===== config.mk =====
export PLATFORM = sky130hd
export DESIGN_NAME = uei_top
export DESIGN_NICKNAME = d
export VERILOG_FILES = /design/src/shared/uei_pkg.sv /design/src/logic/uei_rx_check.sv /design/src/logic/uei_tx_encode.sv /design/src/logic/uei_top.sv
export SDC_FILE = /design/constraint.sdc
export NUM_CORES = 1
export LEC_CHECK = 0
export BUFFER_PORTS_ARGS = -buffer_cell sky130_fd_sc_hd__buf_2
export CORE_UTILIZATION = 40
export CTS_BUF_LIST = sky130_fd_sc_hd__clkbuf_16
export DETAILED_ROUTE_END_ITERATION = 10
export GPL_ROUTABILITY_DRIVEN = 1
export SETUP_SLACK_MARGIN = 0.05
export SLEW_MARGIN = 40
export SYNTH_ARGS = -nofsm -noshare
export SYNTH_HDL_FRONTEND = slang
export SYNTH_SLANG_ARGS = --single-unit

===== constraint.sdc =====
create_clock -name CORE_CLK -period 2.9 [get_ports CORE_CLK]
set_input_delay 0.435 -clock CORE_CLK [delete_from_list [all_inputs] [get_ports CORE_CLK]]
set_output_delay 0.435 -clock CORE_CLK [all_outputs]
set_load 0.02 [all_outputs]

===== src/shared/uei_pkg.sv =====
// Shared constants, register map and CRC helpers for the USB error interrupt block
package uei_pkg;

  localparam int unsigned CLK_MHZ = 50;
  localparam int unsigned IDLE_TIME_US = 3000;
  localparam int unsigned IDLE_CYCLES = IDLE_TIME_US * CLK_MHZ;
  localparam int unsigned BIT_CYCLES = 4;
  localparam logic [1:0] BIT_DIV_LAST = 2'(BIT_CYCLES - 1);
  localparam logic [4:0] TURNAROUND_BITS = 5'h10;

  localparam logic [7:0] ERR_FLAG_OFS = 8'h00;
  localparam logic [7:0] ERR_EN_OFS = 8'h04;
  localparam logic [7:0] STAT_FLAG_OFS = 8'h08;
  localparam logic [7:0] STAT_EN_OFS = 8'h0C;
  localparam logic [7:0] CTRL_OFS = 8'h10;
  localparam logic [7:0] TX_OFS = 8'h14;

  localparam int unsigned ERR_STUFF_BIT = 7;
  localparam int unsigned ERR_TURN_BIT = 4;
  localparam int unsigned ERR_BYTES_BIT = 3;
  localparam int unsigned ERR_CRC16_BIT = 2;
  localparam int unsigned ERR_CRC5_BIT = 1;
  localparam int unsigned ERR_PID_BIT = 0;
  localparam logic [7:0] ERR_IMPL_MASK = 8'h9F;
  localparam logic [7:0] ERR_FLAG_RESET = 8'h00;
  localparam logic [7:0] ERR_EN_RESET = 8'h00;

  localparam int unsigned STAT_ERR_BIT = 1;
  localparam int unsigned STAT_TXDONE_BIT = 3;
  localparam int unsigned STAT_IDLE_BIT = 4;
  localparam logic [7:0] STAT_STICKY_MASK = 8'h18;
  localparam logic [7:0] STAT_IMPL_MASK = 8'h1A;
  localparam logic [7:0] STAT_RESET = 8'h00;

  localparam int unsigned CTRL_EN_BIT = 0;
  localparam int unsigned CTRL_PULLUP_BIT = 1;
  localparam int unsigned CTRL_ATTACH_BIT = 2;
  localparam logic [1:0] CTRL_RESET = 2'h0;

  localparam int unsigned TX_LAST_BIT = 8;
  localparam int unsigned TX_BUSY_BIT = 9;

  localparam logic [2:0] STUFF_RUN = 3'h6;
  localparam logic [1:0] PID_TOKEN = 2'h1;
  localparam logic [1:0] PID_DATA = 2'h3;
  localparam logic [4:0] CRC5_INIT = 5'h1F;
  localparam logic [4:0] CRC5_POLY = 5'h05;
  localparam logic [4:0] CRC5_RESIDUE = 5'h0C;
  localparam logic [15:0] CRC16_INIT = 16'hFFFF;
  localparam logic [15:0] CRC16_POLY = 16'h8005;
  localparam logic [15:0] CRC16_RESIDUE = 16'h800D;

  typedef enum logic [1:0] {
    UEI_TX_IDLE = 2'b00,
    UEI_TX_DATA = 2'b01,
    UEI_TX_HOLD = 2'b10,
    UEI_TX_EOP = 2'b11
  } uei_tx_state_t;

  function automatic logic [4:0] uei_crc5_step(input logic [4:0] crc, input logic d);
    uei_crc5_step = {crc[3:0], 1'b0} ^ ((d ^ crc[4]) ? CRC5_POLY : 5'h00);
  endfunction

  function automatic logic [15:0] uei_crc16_step(input logic [15:0] crc, input logic d);
    uei_crc16_step = {crc[14:0], 1'b0} ^ ((d ^ crc[15]) ? CRC16_POLY : 16'h0000);
  endfunction

endpackage


===== src/logic/uei_rx_check.sv =====
// Receive path: NRZI decode, unstuffing, PID and CRC checks, error pulses
`timescale 1ns/1ns
module uei_rx_check (
  input wire logic clk,
  input wire logic rst_n,
  input wire logic bit_en,
  input wire logic enable,
  input wire logic rx_line,
  input wire logic rx_se0,
  output logic [7:0] err_evt,
  output logic pkt_start,
  output logic pkt_end
);

  typedef struct packed {
    logic in_pkt;
    logic drain;
    logic prev_line;
    logic [2:0] ones;
    logic [10:0] nbits;
    logic [7:0] shreg;
    logic [1:0] pid_type;
    logic [4:0] crc5;
    logic [15:0] crc16;
    logic [7:0] err_evt;
    logic pkt_start;
    logic pkt_end;
  } uei_rx_t;

  uei_rx_t r;
  uei_rx_t next_r;

  always_comb begin
    logic d;
    logic [7:0] byte_now;
    d = 1'b0;
    byte_now = 8'h00;
    next_r = r;
    next_r.err_evt = 8'h00;
    next_r.pkt_start = 1'b0;
    next_r.pkt_end = 1'b0;
    if (!enable) begin
      next_r.in_pkt = 1'b0;
      next_r.drain = 1'b0;
      next_r.prev_line = 1'b1;
    end else if (bit_en) begin
      if (r.drain) begin
        if (rx_se0) begin
          next_r.drain = 1'b0;
          next_r.prev_line = 1'b1;
          next_r.pkt_end = 1'b1;
        end
      end else if (!r.in_pkt) begin
        // First K after idle J is the opening sync bit
        if (!rx_se0 && !rx_line) begin
          next_r.in_pkt = 1'b1;
          next_r.prev_line = 1'b0;
          next_r.ones = 3'h0;
          next_r.nbits = 11'h001;
          next_r.crc5 = uei_pkg::CRC5_INIT;
          next_r.crc16 = uei_pkg::CRC16_INIT;
          next_r.pkt_start = 1'b1;
        end
      end else if (rx_se0) begin
        next_r.in_pkt = 1'b0;
        next_r.prev_line = 1'b1;
        next_r.pkt_end = 1'b1;
        if (r.nbits[2:0] != 3'h0) begin
          next_r.err_evt[uei_pkg::ERR_BYTES_BIT] = 1'b1; // RQ3
        end
        if (r.nbits > 11'h010) begin
          if (r.pid_type == uei_pkg::PID_TOKEN && r.crc5 != uei_pkg::CRC5_RESIDUE) begin
            next_r.err_evt[uei_pkg::ERR_CRC5_BIT] = 1'b1; // RQ5
          end
          if (r.pid_type == uei_pkg::PID_DATA && r.crc16 != uei_pkg::CRC16_RESIDUE) begin
            next_r.err_evt[uei_pkg::ERR_CRC16_BIT] = 1'b1; // RQ4
          end
        end
      end else begin
        d = (rx_line == r.prev_line); // RQ14
        next_r.prev_line = rx_line;
        if (r.ones == uei_pkg::STUFF_RUN) begin
          next_r.ones = 3'h0;
          if (d) begin
            // Seventh one: packet is lost, wait out its end
            next_r.err_evt[uei_pkg::ERR_STUFF_BIT] = 1'b1; // RQ1
            next_r.in_pkt = 1'b0;
            next_r.drain = 1'b1;
          end
        end else begin
          next_r.ones = d ? r.ones + 3'h1 : 3'h0;
          byte_now = {d, r.shreg[7:1]};
          next_r.shreg = byte_now;
          next_r.nbits = r.nbits + 11'h001;
          if (r.nbits == 11'h00F) begin
            next_r.pid_type = byte_now[1:0];
            if (byte_now[3:0] != ~byte_now[7:4]) begin
              next_r.err_evt[uei_pkg::ERR_PID_BIT] = 1'b1; // RQ6
            end
          end
          if (r.nbits >= 11'h010) begin
            next_r.crc5 = uei_pkg::uei_crc5_step(r.crc5, d); // RQ14
            next_r.crc16 = uei_pkg::uei_crc16_step(r.crc16, d);
          end
        end
      end
    end
  end

  always_ff @(posedge clk or negedge rst_n) begin
    if (!rst_n) begin
      r <= '{in_pkt: 1'b0, drain: 1'b0, prev_line: 1'b1, ones: 3'h0, nbits: 11'h000,
             shreg: 8'h00, pid_type: 2'h0, crc5: 5'h1F, crc16: 16'hFFFF,
             err_evt: 8'h00, pkt_start: 1'b0, pkt_end: 1'b0};
    end else begin
      r <= next_r;
    end
  end

  assign err_evt = r.err_evt;
  assign pkt_start = r.pkt_start;
  assign pkt_end = r.pkt_end;

endmodule // uei_rx_check


===== src/logic/uei_tx_encode.sv =====
// Transmit path: bit stuffing, NRZI encoding and end-of-packet
`timescale 1ns/1ns
module uei_tx_encode (
  input wire logic clk,
  input wire logic rst_n,
  input wire logic bit_en,
  input wire logic start,
  input wire logic [7:0] data,
  input wire logic last,
  output logic tx_line,
  output logic tx_se0,
  output logic tx_oe,
  output logic busy,
  output logic done
);

  typedef struct packed {
    uei_pkg::uei_tx_state_t state;
    logic [7:0] shreg;
    logic [2:0] bitn;
    logic [2:0] ones;
    logic last;
    logic [1:0] eop_cnt;
    logic line;
    logic se0;
    logic oe;
    logic done;
  } uei_tx_t;

  uei_tx_t r;
  uei_tx_t next_r;

  always_comb begin
    next_r = r;
    next_r.done = 1'b0;
    case (r.state)
      uei_pkg::UEI_TX_IDLE, uei_pkg::UEI_TX_HOLD: begin
        if (start) begin
          next_r.state = uei_pkg::UEI_TX_DATA;
          next_r.shreg = data;
          next_r.last = last;
          next_r.bitn = 3'h0;
          next_r.oe = 1'b1;
          if (r.state == uei_pkg::UEI_TX_IDLE) begin
            next_r.line = 1'b1;
            next_r.ones = 3'h0;
          end
        end
      end
      uei_pkg::UEI_TX_DATA: begin
        if (bit_en) begin
          if (r.ones == uei_pkg::STUFF_RUN) begin
            next_r.line = ~r.line; // RQ14
            next_r.ones = 3'h0;
            // Six ones closed the byte: the stuffed bit still goes out before EOP
            if (r.bitn == 3'h0) begin
              next_r.state = r.last ? uei_pkg::UEI_TX_EOP : uei_pkg::UEI_TX_HOLD;
              next_r.eop_cnt = 2'h0;
            end
          end else begin
            // A zero toggles J/K, a one holds the line
            next_r.line = r.shreg[0] ? r.line : ~r.line; // RQ13
            next_r.ones = r.shreg[0] ? r.ones + 3'h1 : 3'h0;
            next_r.shreg = {1'b0, r.shreg[7:1]};
            next_r.bitn = r.bitn + 3'h1;
            if (r.bitn == 3'h7 && next_r.ones != uei_pkg::STUFF_RUN) begin
              next_r.state = r.last ? uei_pkg::UEI_TX_EOP : uei_pkg::UEI_TX_HOLD;
              next_r.eop_cnt = 2'h0;
            end
          end
        end
      end
      uei_pkg::UEI_TX_EOP: begin
        if (bit_en) begin
          next_r.eop_cnt = r.eop_cnt + 2'h1;
          if (r.eop_cnt == 2'h2) begin
            next_r.se0 = 1'b0;
            next_r.line = 1'b1;
          end else if (r.eop_cnt == 2'h3) begin
            next_r.oe = 1'b0;
            next_r.done = 1'b1;
            next_r.state = uei_pkg::UEI_TX_IDLE;
          end else begin
            next_r.se0 = 1'b1;
          end
        end
      end
      default: begin
        next_r.state = uei_pkg::UEI_TX_IDLE;
      end
    endcase
  end

  always_ff @(posedge clk or negedge rst_n) begin
    if (!rst_n) begin
      r <= '{state: uei_pkg::UEI_TX_IDLE, shreg: 8'h00, bitn: 3'h0, ones: 3'h0,
             last: 1'b0, eop_cnt: 2'h0, line: 1'b1, se0: 1'b0, oe: 1'b0, done: 1'b0};
    end else begin
      r <= next_r;
    end
  end

  assign tx_line = r.line;
  assign tx_se0 = r.se0;
  assign tx_oe = r.oe;
  assign done = r.done;
  assign busy = (r.state == uei_pkg::UEI_TX_DATA) || (r.state == uei_pkg::UEI_TX_EOP);

endmodule // uei_tx_encode


===== src/logic/uei_top.sv =====
// USB serial engine error flags, enables, idle detect and APB register file
//
// What this block does
// RQ1: Enable bit 7 gates bit-stuffing violation onto the error interrupt.
// RQ2: Enable bit 4 gates bus turnaround time-out onto the error interrupt.
// RQ3: Enable bit 3 gates non-whole-byte data field onto the error interrupt.
// RQ4: Enable bit 2 gates 16-bit data CRC failure onto the error interrupt.
// RQ5: Enable bit 1 gates token 5-bit CRC rejection onto the error interrupt.
// RQ6: Enable bit 0 gates packet identifier check failure onto the error interrupt.
// RQ7: Enable bits 6 and 5 are unimplemented and read zero.
// RQ8: Top error interrupt is the OR of flags whose enable is set.
// RQ9: Flags set on their condition regardless of enables; software may poll them.
// RQ10: Idle flag sets after more than 3 ms without bus traffic.
// RQ11: Pull-up stays enabled throughout suspend.
// RQ12: Software enables module and pull-up only once VBUS attach is seen.
// RQ13: Transmit NRZI: zero toggles J/K, one holds the line.
// RQ14: Stuffing, unstuffing, NRZI and CRC handled in hardware; CRC is only checked on receive, the transmit path generates none.
// RQ15: Flags set at detection, even mid-token, cleared by writing zero.
// RQ16: Turnaround time-out after more than 16 idle bit times past EOP.
// RQ17: Writes to unimplemented enable bits are ignored.
//
// Our own choices: register access over APB and the register addresses.
`timescale 1ns/1ns
module uei_top #(
  parameter int unsigned IDLE_LIMIT = uei_pkg::IDLE_CYCLES
) (
  input wire logic CORE_CLK,
  input wire logic RESETN,
  input wire logic PSEL,
  input wire logic PENABLE,
  input wire logic PWRITE,
  input wire logic [7:0] PADDR,
  input wire logic [31:0] PWDATA,
  output logic [31:0] PRDATA,
  output logic PREADY,
  output logic PSLVERR,
  input wire logic RX_LINE,
  input wire logic RX_SE0,
  input wire logic VBUS_ATTACH,
  output logic TX_LINE,
  output logic TX_SE0,
  output logic TX_OE,
  output logic PULLUP_EN,
  output logic USB_ENABLE,
  output logic TOP_ERROR_IRQ,
  output logic IRQ
);

  typedef struct packed {
    logic [7:0] err_flag;
    logic [7:0] err_en;
    logic [7:0] stat_flag;
    logic [7:0] stat_en;
    logic [1:0] ctrl;
    logic [7:0] tx_data;
    logic tx_last;
    logic tx_start;
    logic [31:0] prdata;
    logic pready;
    logic pslverr;
    logic [1:0] div;
    logic bit_en;
    logic turn_armed;
    logic [4:0] turn_cnt;
    logic [17:0] idle_cnt;
    logic idle_done;
    logic prev_rx;
    logic top_err;
    logic irq;
  } uei_top_state_t;

  uei_top_state_t r;
  uei_top_state_t next_r;

  logic [7:0] rx_err;
  logic rx_start;
  logic rx_end;
  logic tx_line;
  logic tx_se0;
  logic tx_oe;
  logic tx_busy;
  logic tx_done;

  uei_rx_check u_rx (
    .clk(CORE_CLK),
    .rst_n(RESETN),
    .bit_en(r.bit_en),
    .enable(r.ctrl[uei_pkg::CTRL_EN_BIT]),
    .rx_line(RX_LINE),
    .rx_se0(RX_SE0),
    .err_evt(rx_err),
    .pkt_start(rx_start),
    .pkt_end(rx_end)
  );

  uei_tx_encode u_tx (
    .clk(CORE_CLK),
    .rst_n(RESETN),
    .bit_en(r.bit_en),
    .start(r.tx_start),
    .data(r.tx_data),
    .last(r.tx_last),
    .tx_line(tx_line),
    .tx_se0(tx_se0),
    .tx_oe(tx_oe),
    .busy(tx_busy),
    .done(tx_done)
  );

  always_comb begin
    logic acc;
    logic wr;
    logic rd_hit;
    logic [7:0] err_evt;
    logic [7:0] stat_evt;
    logic turn_evt;
    logic idle_evt;
    logic activity;
    acc = 1'b0;
    wr = 1'b0;
    rd_hit = 1'b0;
    err_evt = 8'h00;
    stat_evt = 8'h00;
    turn_evt = 1'b0;
    idle_evt = 1'b0;
    activity = 1'b0;
    next_r = r;
    next_r.tx_start = 1'b0;

    // Bit-rate strobe; the serial paths advance only on it
    next_r.bit_en = (r.div == uei_pkg::BIT_DIV_LAST);
    next_r.div = next_r.bit_en ? 2'h0 : r.div + 2'h1;

    // Turnaround watch: armed by a received EOP, ended by any reply
    if (rx_end) begin
      next_r.turn_armed = 1'b1;
      next_r.turn_cnt = 5'h00;
    end else if (rx_start || r.tx_start || !r.ctrl[uei_pkg::CTRL_EN_BIT]) begin
      next_r.turn_armed = 1'b0;
    end else if (r.turn_armed && r.bit_en) begin
      if (r.turn_cnt == uei_pkg::TURNAROUND_BITS) begin
        turn_evt = 1'b1; // RQ16
        next_r.turn_armed = 1'b0;
      end else begin
        next_r.turn_cnt = r.turn_cnt + 5'h01;
      end
    end

    // Idle detect; one flag per quiet spell, rearmed by traffic
    next_r.prev_rx = RX_LINE;
    activity = (RX_LINE != r.prev_rx) || RX_SE0 || tx_oe;
    if (activity || !r.ctrl[uei_pkg::CTRL_EN_BIT]) begin
      next_r.idle_cnt = 18'h00000;
      next_r.idle_done = 1'b0;
    end else if (!r.idle_done) begin
      if (r.idle_cnt == 18'(IDLE_LIMIT)) begin
        idle_evt = 1'b1; // RQ10
        next_r.idle_done = 1'b1;
      end else begin
        next_r.idle_cnt = r.idle_cnt + 18'h00001;
      end
    end

    err_evt = rx_err;
    err_evt[uei_pkg::ERR_TURN_BIT] = turn_evt; // RQ2
    stat_evt[uei_pkg::STAT_IDLE_BIT] = idle_evt;
    stat_evt[uei_pkg::STAT_TXDONE_BIT] = tx_done;

    // APB: one wait state, then the write lands with pready high
    acc = PSEL && PENABLE;
    next_r.pready = acc && !r.pready;
    wr = acc && r.pready && PWRITE;
    rd_hit = 1'b1;
    next_r.prdata = 32'h00000000;
    case (PADDR)
      uei_pkg::ERR_FLAG_OFS: next_r.prdata[7:0] = r.err_flag;
      uei_pkg::ERR_EN_OFS: next_r.prdata[7:0] = r.err_en; // RQ7
      uei_pkg::STAT_FLAG_OFS: next_r.prdata[7:0] = r.stat_flag;
      uei_pkg::STAT_EN_OFS: next_r.prdata[7:0] = r.stat_en;
      uei_pkg::CTRL_OFS: begin
        next_r.prdata[1:0] = r.ctrl;
        next_r.prdata[uei_pkg::CTRL_ATTACH_BIT] = VBUS_ATTACH; // RQ12
      end
      uei_pkg::TX_OFS: begin
        next_r.prdata[7:0] = r.tx_data;
        next_r.prdata[uei_pkg::TX_LAST_BIT] = r.tx_last;
        next_r.prdata[uei_pkg::TX_BUSY_BIT] = tx_busy;
      end
      default: rd_hit = 1'b0;
    endcase
    next_r.pslverr = acc && !r.pready && !rd_hit;
    if (!next_r.pready) begin
      next_r.prdata = 32'h00000000;
    end

    // Error flags: write zero clears, a same-cycle event still wins
    next_r.err_flag = r.err_flag;
    if (wr && PADDR == uei_pkg::ERR_FLAG_OFS) begin
      next_r.err_flag = r.err_flag & PWDATA[7:0]; // RQ15
    end
    next_r.err_flag = (next_r.err_flag | err_evt) & uei_pkg::ERR_IMPL_MASK; // RQ9

    if (wr && PADDR == uei_pkg::ERR_EN_OFS) begin
      next_r.err_en = PWDATA[7:0] & uei_pkg::ERR_IMPL_MASK; // RQ17
    end

    if (wr && PADDR == uei_pkg::STAT_EN_OFS) begin
      next_r.stat_en = PWDATA[7:0] & uei_pkg::STAT_IMPL_MASK;
    end

    if (wr && PADDR == uei_pkg::CTRL_OFS) begin
      next_r.ctrl = PWDATA[1:0];
    end

    // A write while a byte is still going out is dropped
    if (wr && PADDR == uei_pkg::TX_OFS && !tx_busy) begin
      next_r.tx_data = PWDATA[7:0];
      next_r.tx_last = PWDATA[uei_pkg::TX_LAST_BIT];
      next_r.tx_start = r.ctrl[uei_pkg::CTRL_EN_BIT];
    end

    // Gated summary of the error flags
    next_r.top_err = |(next_r.err_flag & next_r.err_en); // RQ8 RQ1 RQ2 RQ3 RQ4 RQ5 RQ6

    // Status flags: write one clears the sticky bits, set still wins
    next_r.stat_flag = r.stat_flag;
    if (wr && PADDR == uei_pkg::STAT_FLAG_OFS) begin
      next_r.stat_flag = r.stat_flag & ~(PWDATA[7:0] & uei_pkg::STAT_STICKY_MASK);
    end
    next_r.stat_flag = (next_r.stat_flag | stat_evt) & uei_pkg::STAT_STICKY_MASK;
    next_r.stat_flag[uei_pkg::STAT_ERR_BIT] = next_r.top_err;

    next_r.irq = |(next_r.stat_flag & next_r.stat_en);
  end

  always_ff @(posedge CORE_CLK or negedge RESETN) begin
    if (!RESETN) begin
      r <= '{err_flag: uei_pkg::ERR_FLAG_RESET, err_en: uei_pkg::ERR_EN_RESET,
             stat_flag: uei_pkg::STAT_RESET, stat_en: uei_pkg::STAT_RESET,
             ctrl: uei_pkg::CTRL_RESET, tx_data: 8'h00, tx_last: 1'b0, tx_start: 1'b0,
             prdata: 32'h00000000, pready: 1'b0, pslverr: 1'b0, div: 2'h0, bit_en: 1'b0,
             turn_armed: 1'b0, turn_cnt: 5'h00, idle_cnt: 18'h00000, idle_done: 1'b0,
             prev_rx: 1'b1, top_err: 1'b0, irq: 1'b0};
    end else begin
      r <= next_r;
    end
  end

  assign PRDATA = r.prdata;
  assign PREADY = r.pready;
  assign PSLVERR = r.pslverr;
  assign TX_LINE = tx_line;
  assign TX_SE0 = tx_se0;
  assign TX_OE = tx_oe;
  // Pull-up follows software only; idle never drops it
  assign PULLUP_EN = r.ctrl[uei_pkg::CTRL_PULLUP_BIT]; // RQ11
  assign USB_ENABLE = r.ctrl[uei_pkg::CTRL_EN_BIT];
  assign TOP_ERROR_IRQ = r.top_err;
  assign IRQ = r.irq;

endmodule // uei_top


* Word-level counts from Yosys, hierarchy flattened
Cells that the tools add are included.
** Storage, ports and cells
- ROM bits :: 0
- Bits in writable memories :: 0
- Output and inout port bits :: 41
- Input bits :: 48
- Memories kept :: 0
- Flip-flop bits (word level) :: 180
- Word-level logic and storage cells :: 286
- Latch bits :: 0
** Operators by class
- Equal/unequal tests :: 48
- Shift operators :: 0
- Bitwise gates (word level) :: 16
- Muxes and demuxes :: 108
- Multipliers :: 0
- Div/mod/pow operators :: 0
- Order comparisons :: 2
- Add/sub/neg operators :: 8
- Reductions and logical operators :: 62
** Operators by type and width (count)
- two-way mux 46 bit :: 2
- two-way mux 21 bit :: 3
- two-way mux 49 bit :: 1
- two-way mux 1 bit :: 42
- two-way mux 42 bit :: 1
- two-way mux 19 bit :: 2
- two-way mux 2 bit :: 18
- two-way mux 16 bit :: 2
- two-way mux 15 bit :: 2
- two-way mux 3 bit :: 10
- two-way mux 6 bit :: 5
- case mux 14 bit (2 select lines) :: 1
- case mux 5 bit (5 select lines) :: 1
- two-way mux 8 bit :: 3
- inequality test 2 bit (second input constant) :: 11
- AND reduction 7 bit :: 3
- two-way mux 10 bit :: 2
- two-way mux 5 bit :: 4
- adder 18 x 1 -> 18 bit (second input constant) :: 1
- equality test 18 bit (second input constant) :: 1
- two-way mux 18 bit :: 1
- case mux 3 bit (6 select lines) :: 1
- AND reduction 6 bit :: 3
- logical AND 1 bit :: 17
- 55 further kinds :: 107

* Longest topological paths before layout
- Depth in word-level cells :: 11
- Depth in mapped cells :: 9
- Mapped depth without buffers :: 8

* Cells and area by module
From an unflattened synthesis, not the netlist that was laid out.
** Second synthesis, totals
- Cell total of the unflattened synthesis :: 734
- Area total of the unflattened synthesis :: 7728.7 um^2
** By module, submodules not included
- uei_top :: sequential area each 1803.0 um^2, instances 1, area each 3589.7 um^2, cells each 335
- uei_rx_check :: sequential area each 1378.8 um^2, instances 1, area each 2870.3 um^2, cells each 266
- uei_tx_encode :: sequential area each 576.8 um^2, instances 1, area each 1268.7 um^2, cells each 133

* Worst setup path after synthesis
Ideal clock, no wire load.
- Path kind :: input to register
- Start :: input port PADDR[2]
- End :: register r, in the netlist IRQ
- Data required time :: 2.781 ns
- Setup slack :: 0.757 ns
- Arrival :: 2.025 ns
- Stages on the path :: 8
- Library setup time :: 0.119 ns
- Path buffers :: 2
- Path through :: buf_6 > nor4b_1 > and3_1 > buf_6 > mux2_2 > a2bb2oi_1 > nand4_1 > a21bo_1
** RTL lines
- start, declared :: RTL line uei_top.sv:32 : input wire logic [7:0] PADDR,
- end signal, assigned :: RTL line uei_top.sv:238 : r <= '{err_flag: uei_pkg::ERR_FLAG_RESET, err_en: uei_pkg::ERR_EN_RESET,
- end signal, assigned :: RTL line uei_top.sv:245 : r <= next_r;
- end, declared :: RTL line uei_top.sv:72 : uei_top_state_t r;

* Final worst setup path
- Start :: register u_rx.r[52] (netlist name)
- End :: register u_rx.r[17] (netlist name)
** On the way
- Word-level cells in the longest chain between the ends :: 3
** Ends and longest elaborated chain
- start, declared :: RTL line uei_rx_check.sv:30 : uei_rx_t r;
- start signal, assigned :: RTL line uei_rx_check.sv:112 : r <= '{in_pkt: 1'b0, drain: 1'b0, prev_line: 1'b1, ones: 3'h0, nbits: 11'h000,
- start signal, assigned :: RTL line uei_rx_check.sv:116 : r <= next_r;
- equality test 3 bit :: RTL line uei_rx_check.sv:82 : if (r.ones == uei_pkg::STUFF_RUN) begin
- inequality test 2 bit (no source line)
- AND reduction 7 bit (no source line)
No other way between the ends.
A chain may end at the register's enable or synchronous reset.

==> summary.md <==
| Metric | Value |
|---|---|
| Status | finished clean |
| Max-cap violations | 0 |
| Tightest Hold Check Type | in -> reg |
| Synth Cell Area | between 0.007 and 0.008 mm^2 |
| Core Area | approximately 0.018 mm^2 |
| Worst skew pair latency | 420 ps |
| Dpl hpwl | between 10,000 and 15,000 um |
| Netlist cell types | slightly above 70 |
| P per Cell Area | roughly 530 mW/mm^2 |
| Via/cell ratio | 5.31 |
| Die boundary width | 138 um |
| CTS clk-pin slew, worst paths | about 60 ps |
| Die H | about 140 um |
| Reg2Reg Capture Point | u_rx.r[17] |
| Synth Instances | 733 |
| Final period util | 89.3% |
| Via count | around 5,400 |
| Data required, critical path | ~3300 ps |
| Fmax | 386 MHz |
| CTS HTree Levels | 4 |
| Final core utilization | between 40% and 50% |
| Final wirelength | roughly 15,000 um |
| Share of layout cells above drive strength 1 | 19.7% |
| Register bit total from synthesis | 149 |
| IO buf count | 43 |
| Setup bufs post-CTS | 0 |
| Placed Area | 0.00768 mm^2 |
| WP data arrival | between 2000 and 3000 ps |
| I/O pin cnt | between 80 and 90 |
| Initial antenna violation count | 1 |
| Syn. warnings | 0 |
| Min cycle time layout | roughly 2600 ps |
| Worst Clk Skew | between 8 and 9 ps |
| Filler-free cell count of the finished design | ~1,000 |
| 1st-iter DRT viols | about 270 |
| Slew headroom | ~44% |
| Final setup violation count | 0 |
| CP startpoint | u_rx.r[52] |
| Hold_sp | RX_LINE |
| Max-slew violations | 0 |
| CP Max Fanout | 12 |
| Worst hold stages | 1 |
| Cell internal pwr | between 3000 and 4000 uW |
| Initial core utilization | around 40% |
| Largest net degree at the start of global routing | 70 |
| Logic pwr share | roughly 3.8% |
| Syn avg cell area | 10.0 um^2 |
| CTS tree | yes |
| WS Path Type | reg -> reg |
| GRT Util Overall | about 17% |
| ANT nets after route | 0 |
| PnR worst setup slack | between 300 and 400 ps |
| GPL Wtd Cong | 0.868 |
| Clk root buf | clkbuf_16 |
| Hold endpoint | r[2] |
| Sw frac | approximately 23% |
| Worst-Margin Slew | between 800 and 900 ps |
| Inst Count DP | roughly 980 |
| Dominant synthesized flop cell | dfrtp_1 |
| Vias in the first global route | 5,225 |
| Row cnt | 49 |
| Final instance area | roughly 0.0083 mm^2 |
| Drt first pass iters | 6 |
| First-pass GRT wire length | 25,600 um |
| Setup WS pre-CTS | between 300 and 400 ps |
| Sequential fraction of the synthesis area | 51.2% |
| Nets | 837 |
| # DRC | 0 |
| Reg2reg setup slack | between 300 and 400 ps |
| GR Overflow Total | 0 |
| Final Hold Viols | 0 |
| EDFF count, synth | 0 |
| RSZ-0062 raised after global routing | no |
| Maximum VDD drop | roughly 430 uV |
| Clock Path Buffers | 2 |
| Leak | between 0.003 and 0.004 uW |
| Reg2Reg Depth | 9 |
| Clk network pwr share | between 40% and 50% |
| # diodes | 0 |
| Syn-to-layout area delta | 12.4% |
| Die area | 0.0189 mm^2 |
| Worst R2R Start | u_rx.r[52] |
| CTS Sinks | 149 |
| Async SR Flop Fraction | 100% |
| DR WL/cell | around 15 um |
| Sequential share of power | between 40% and 50% |
| Setup TNS | 0 ps |
| CP Capture Type | flop |
| Switching power | 997 uW |
| Crit path launch type | flop |
| CTS buffer count | 17 |
worst max-delay path: stages (launching register included):
cell and delay (ps):
dfrtp_1 390, inv_1 60, ha_1 220, a21oi_2 180, nand2_1 190, a211o_1 500
a21oi_1 560, buf_4 270, nor2_1 50, nor2_1 110
routing by layer:
layer,wire [um],track usage (%)
met5,13,0
met4,306,6.84
met3,740,4.60
met2,7220,27.2
met1,7200,23.1
cell families (layout without fill, tap and decap cells):
kind of cell | Yosys count | after routing | synth area share (%)
buf+inv | 82 | 114 | 6.35
xor+xnor | 29 | 29 | 3.46
simple gates | 278 | 278 | 19.2
flops | 149 | 149 | 51.2
other cells | 1 | 22 | 0.0510
mux | 27 | 27 | 4.10
compound gates | 151 | 151 | 12.9
fa+ha+maj | 16 | 16 | 2.73
cell type report:
| type | count | area (um^2) |
|---|---|---|
| clock buffer | 17 | 425 |
| clock inverter | 15 | 139 |
| fill | 1646 | 9710 |
| inverter | 23 | 86.3 |
| multi-input combinational | 523 | 3210 |
| sequential | 149 | 3760 |
| tap | 229 | 287 |
| timing repair buffer | 59 | 357 |
placed cells by master, fill, tap and decap left out, types with 4 or more instances in the layout:
| cell type | instances |
|---|---|
| dfrtp_1 | 125 |
| a31oi_1 | 7 |
| ha_1 | 16 |
| conb_1 | 22 |
| o21ai_0 | 52 |
| dfstp_2 | 24 |
| and3_1 | 22 |
| or2_2 | 5 |
| nand2_1 | 87 |
| buf_4 | 14 |
| xnor2_1 | 12 |
| a21oi_1 | 38 |
| inv_1 | 23 |
| xor2_1 | 17 |
| or3_1 | 4 |
| nor2b_1 | 6 |
| and4b_1 | 4 |
| o22a_1 | 10 |
| nand4_1 | 9 |
| nand3_1 | 16 |
| nor3_1 | 13 |
| nor2_1 | 73 |
| nand2b_1 | 9 |
| o22ai_1 | 4 |
| buf_2 | 42 |
| clkbuf_16 | 17 |
| clkinv_1 | 4 |
| and2_1 | 4 |
| mux2_2 | 25 |
| a22oi_1 | 6 |
metrics by stage:
step                hold WS, ps  power, uW
floorplan                   139       2260
global placement            414       2330
detailed placement          424       2330
CTS                         155       4470
global route                165       4580
finish                      176       4410
power by group through the flow:
stage,Sequential [uW],Combinational [uW],Clock [uW]
global route,2130,191,2260
floorplan,2160,101,0
detailed placement,2160,170,0
CTS,2130,172,2170
finish,2130,169,2110
global placement,2160,165,0
Yosys cell counts (12+ instances only):
cell	count	area share [%]
dfrtp_1	125	43
nand2_1	87	4.4
nor2_1	73	3.7
o21ai_0	52	3.5
a21oi_1	38	2.6
buf_4	33	3.4
mux2_2	25	3.8
dfstp_2	24	8.6
inv_1	23	1.2
and3_1	22	1.9
clkbuf_1	17	0.87
xor2_1	17	2.0
ha_1	16	2.7
nand3_1	16	1.1
nor3_1	13	0.89
xnor2_1	12	1.4
registers in the layout, indices dropped and copies added, names as in the netlist, 5 cells and up:
name and flops:
u_rx.r 47, u_rx.err_evt 5, r 57, u_tx.r 19, PRDATA 10
worst max-delay path by stage:
stage                       endpoint  slack, ps  cells past startpoint
after floorplan                  IRQ        760                      8
after global placement    u_rx.r[15]        400                      9
after detailed placement  u_rx.r[17]        340                      9
after CTS                 u_rx.r[17]        300                      9
after global routing      u_rx.r[17]        110                      9
final                     u_rx.r[17]        310                      9
what timing repair did:
action / CTS / global route
gates resized for setup: 0 / 0
hold endpoints to repair: 10 / 0
hold buffers: 1 / 0
endpoints found under the setup margin: 0 / 0
No activity file was read; power rests on OpenSTA's default activity.
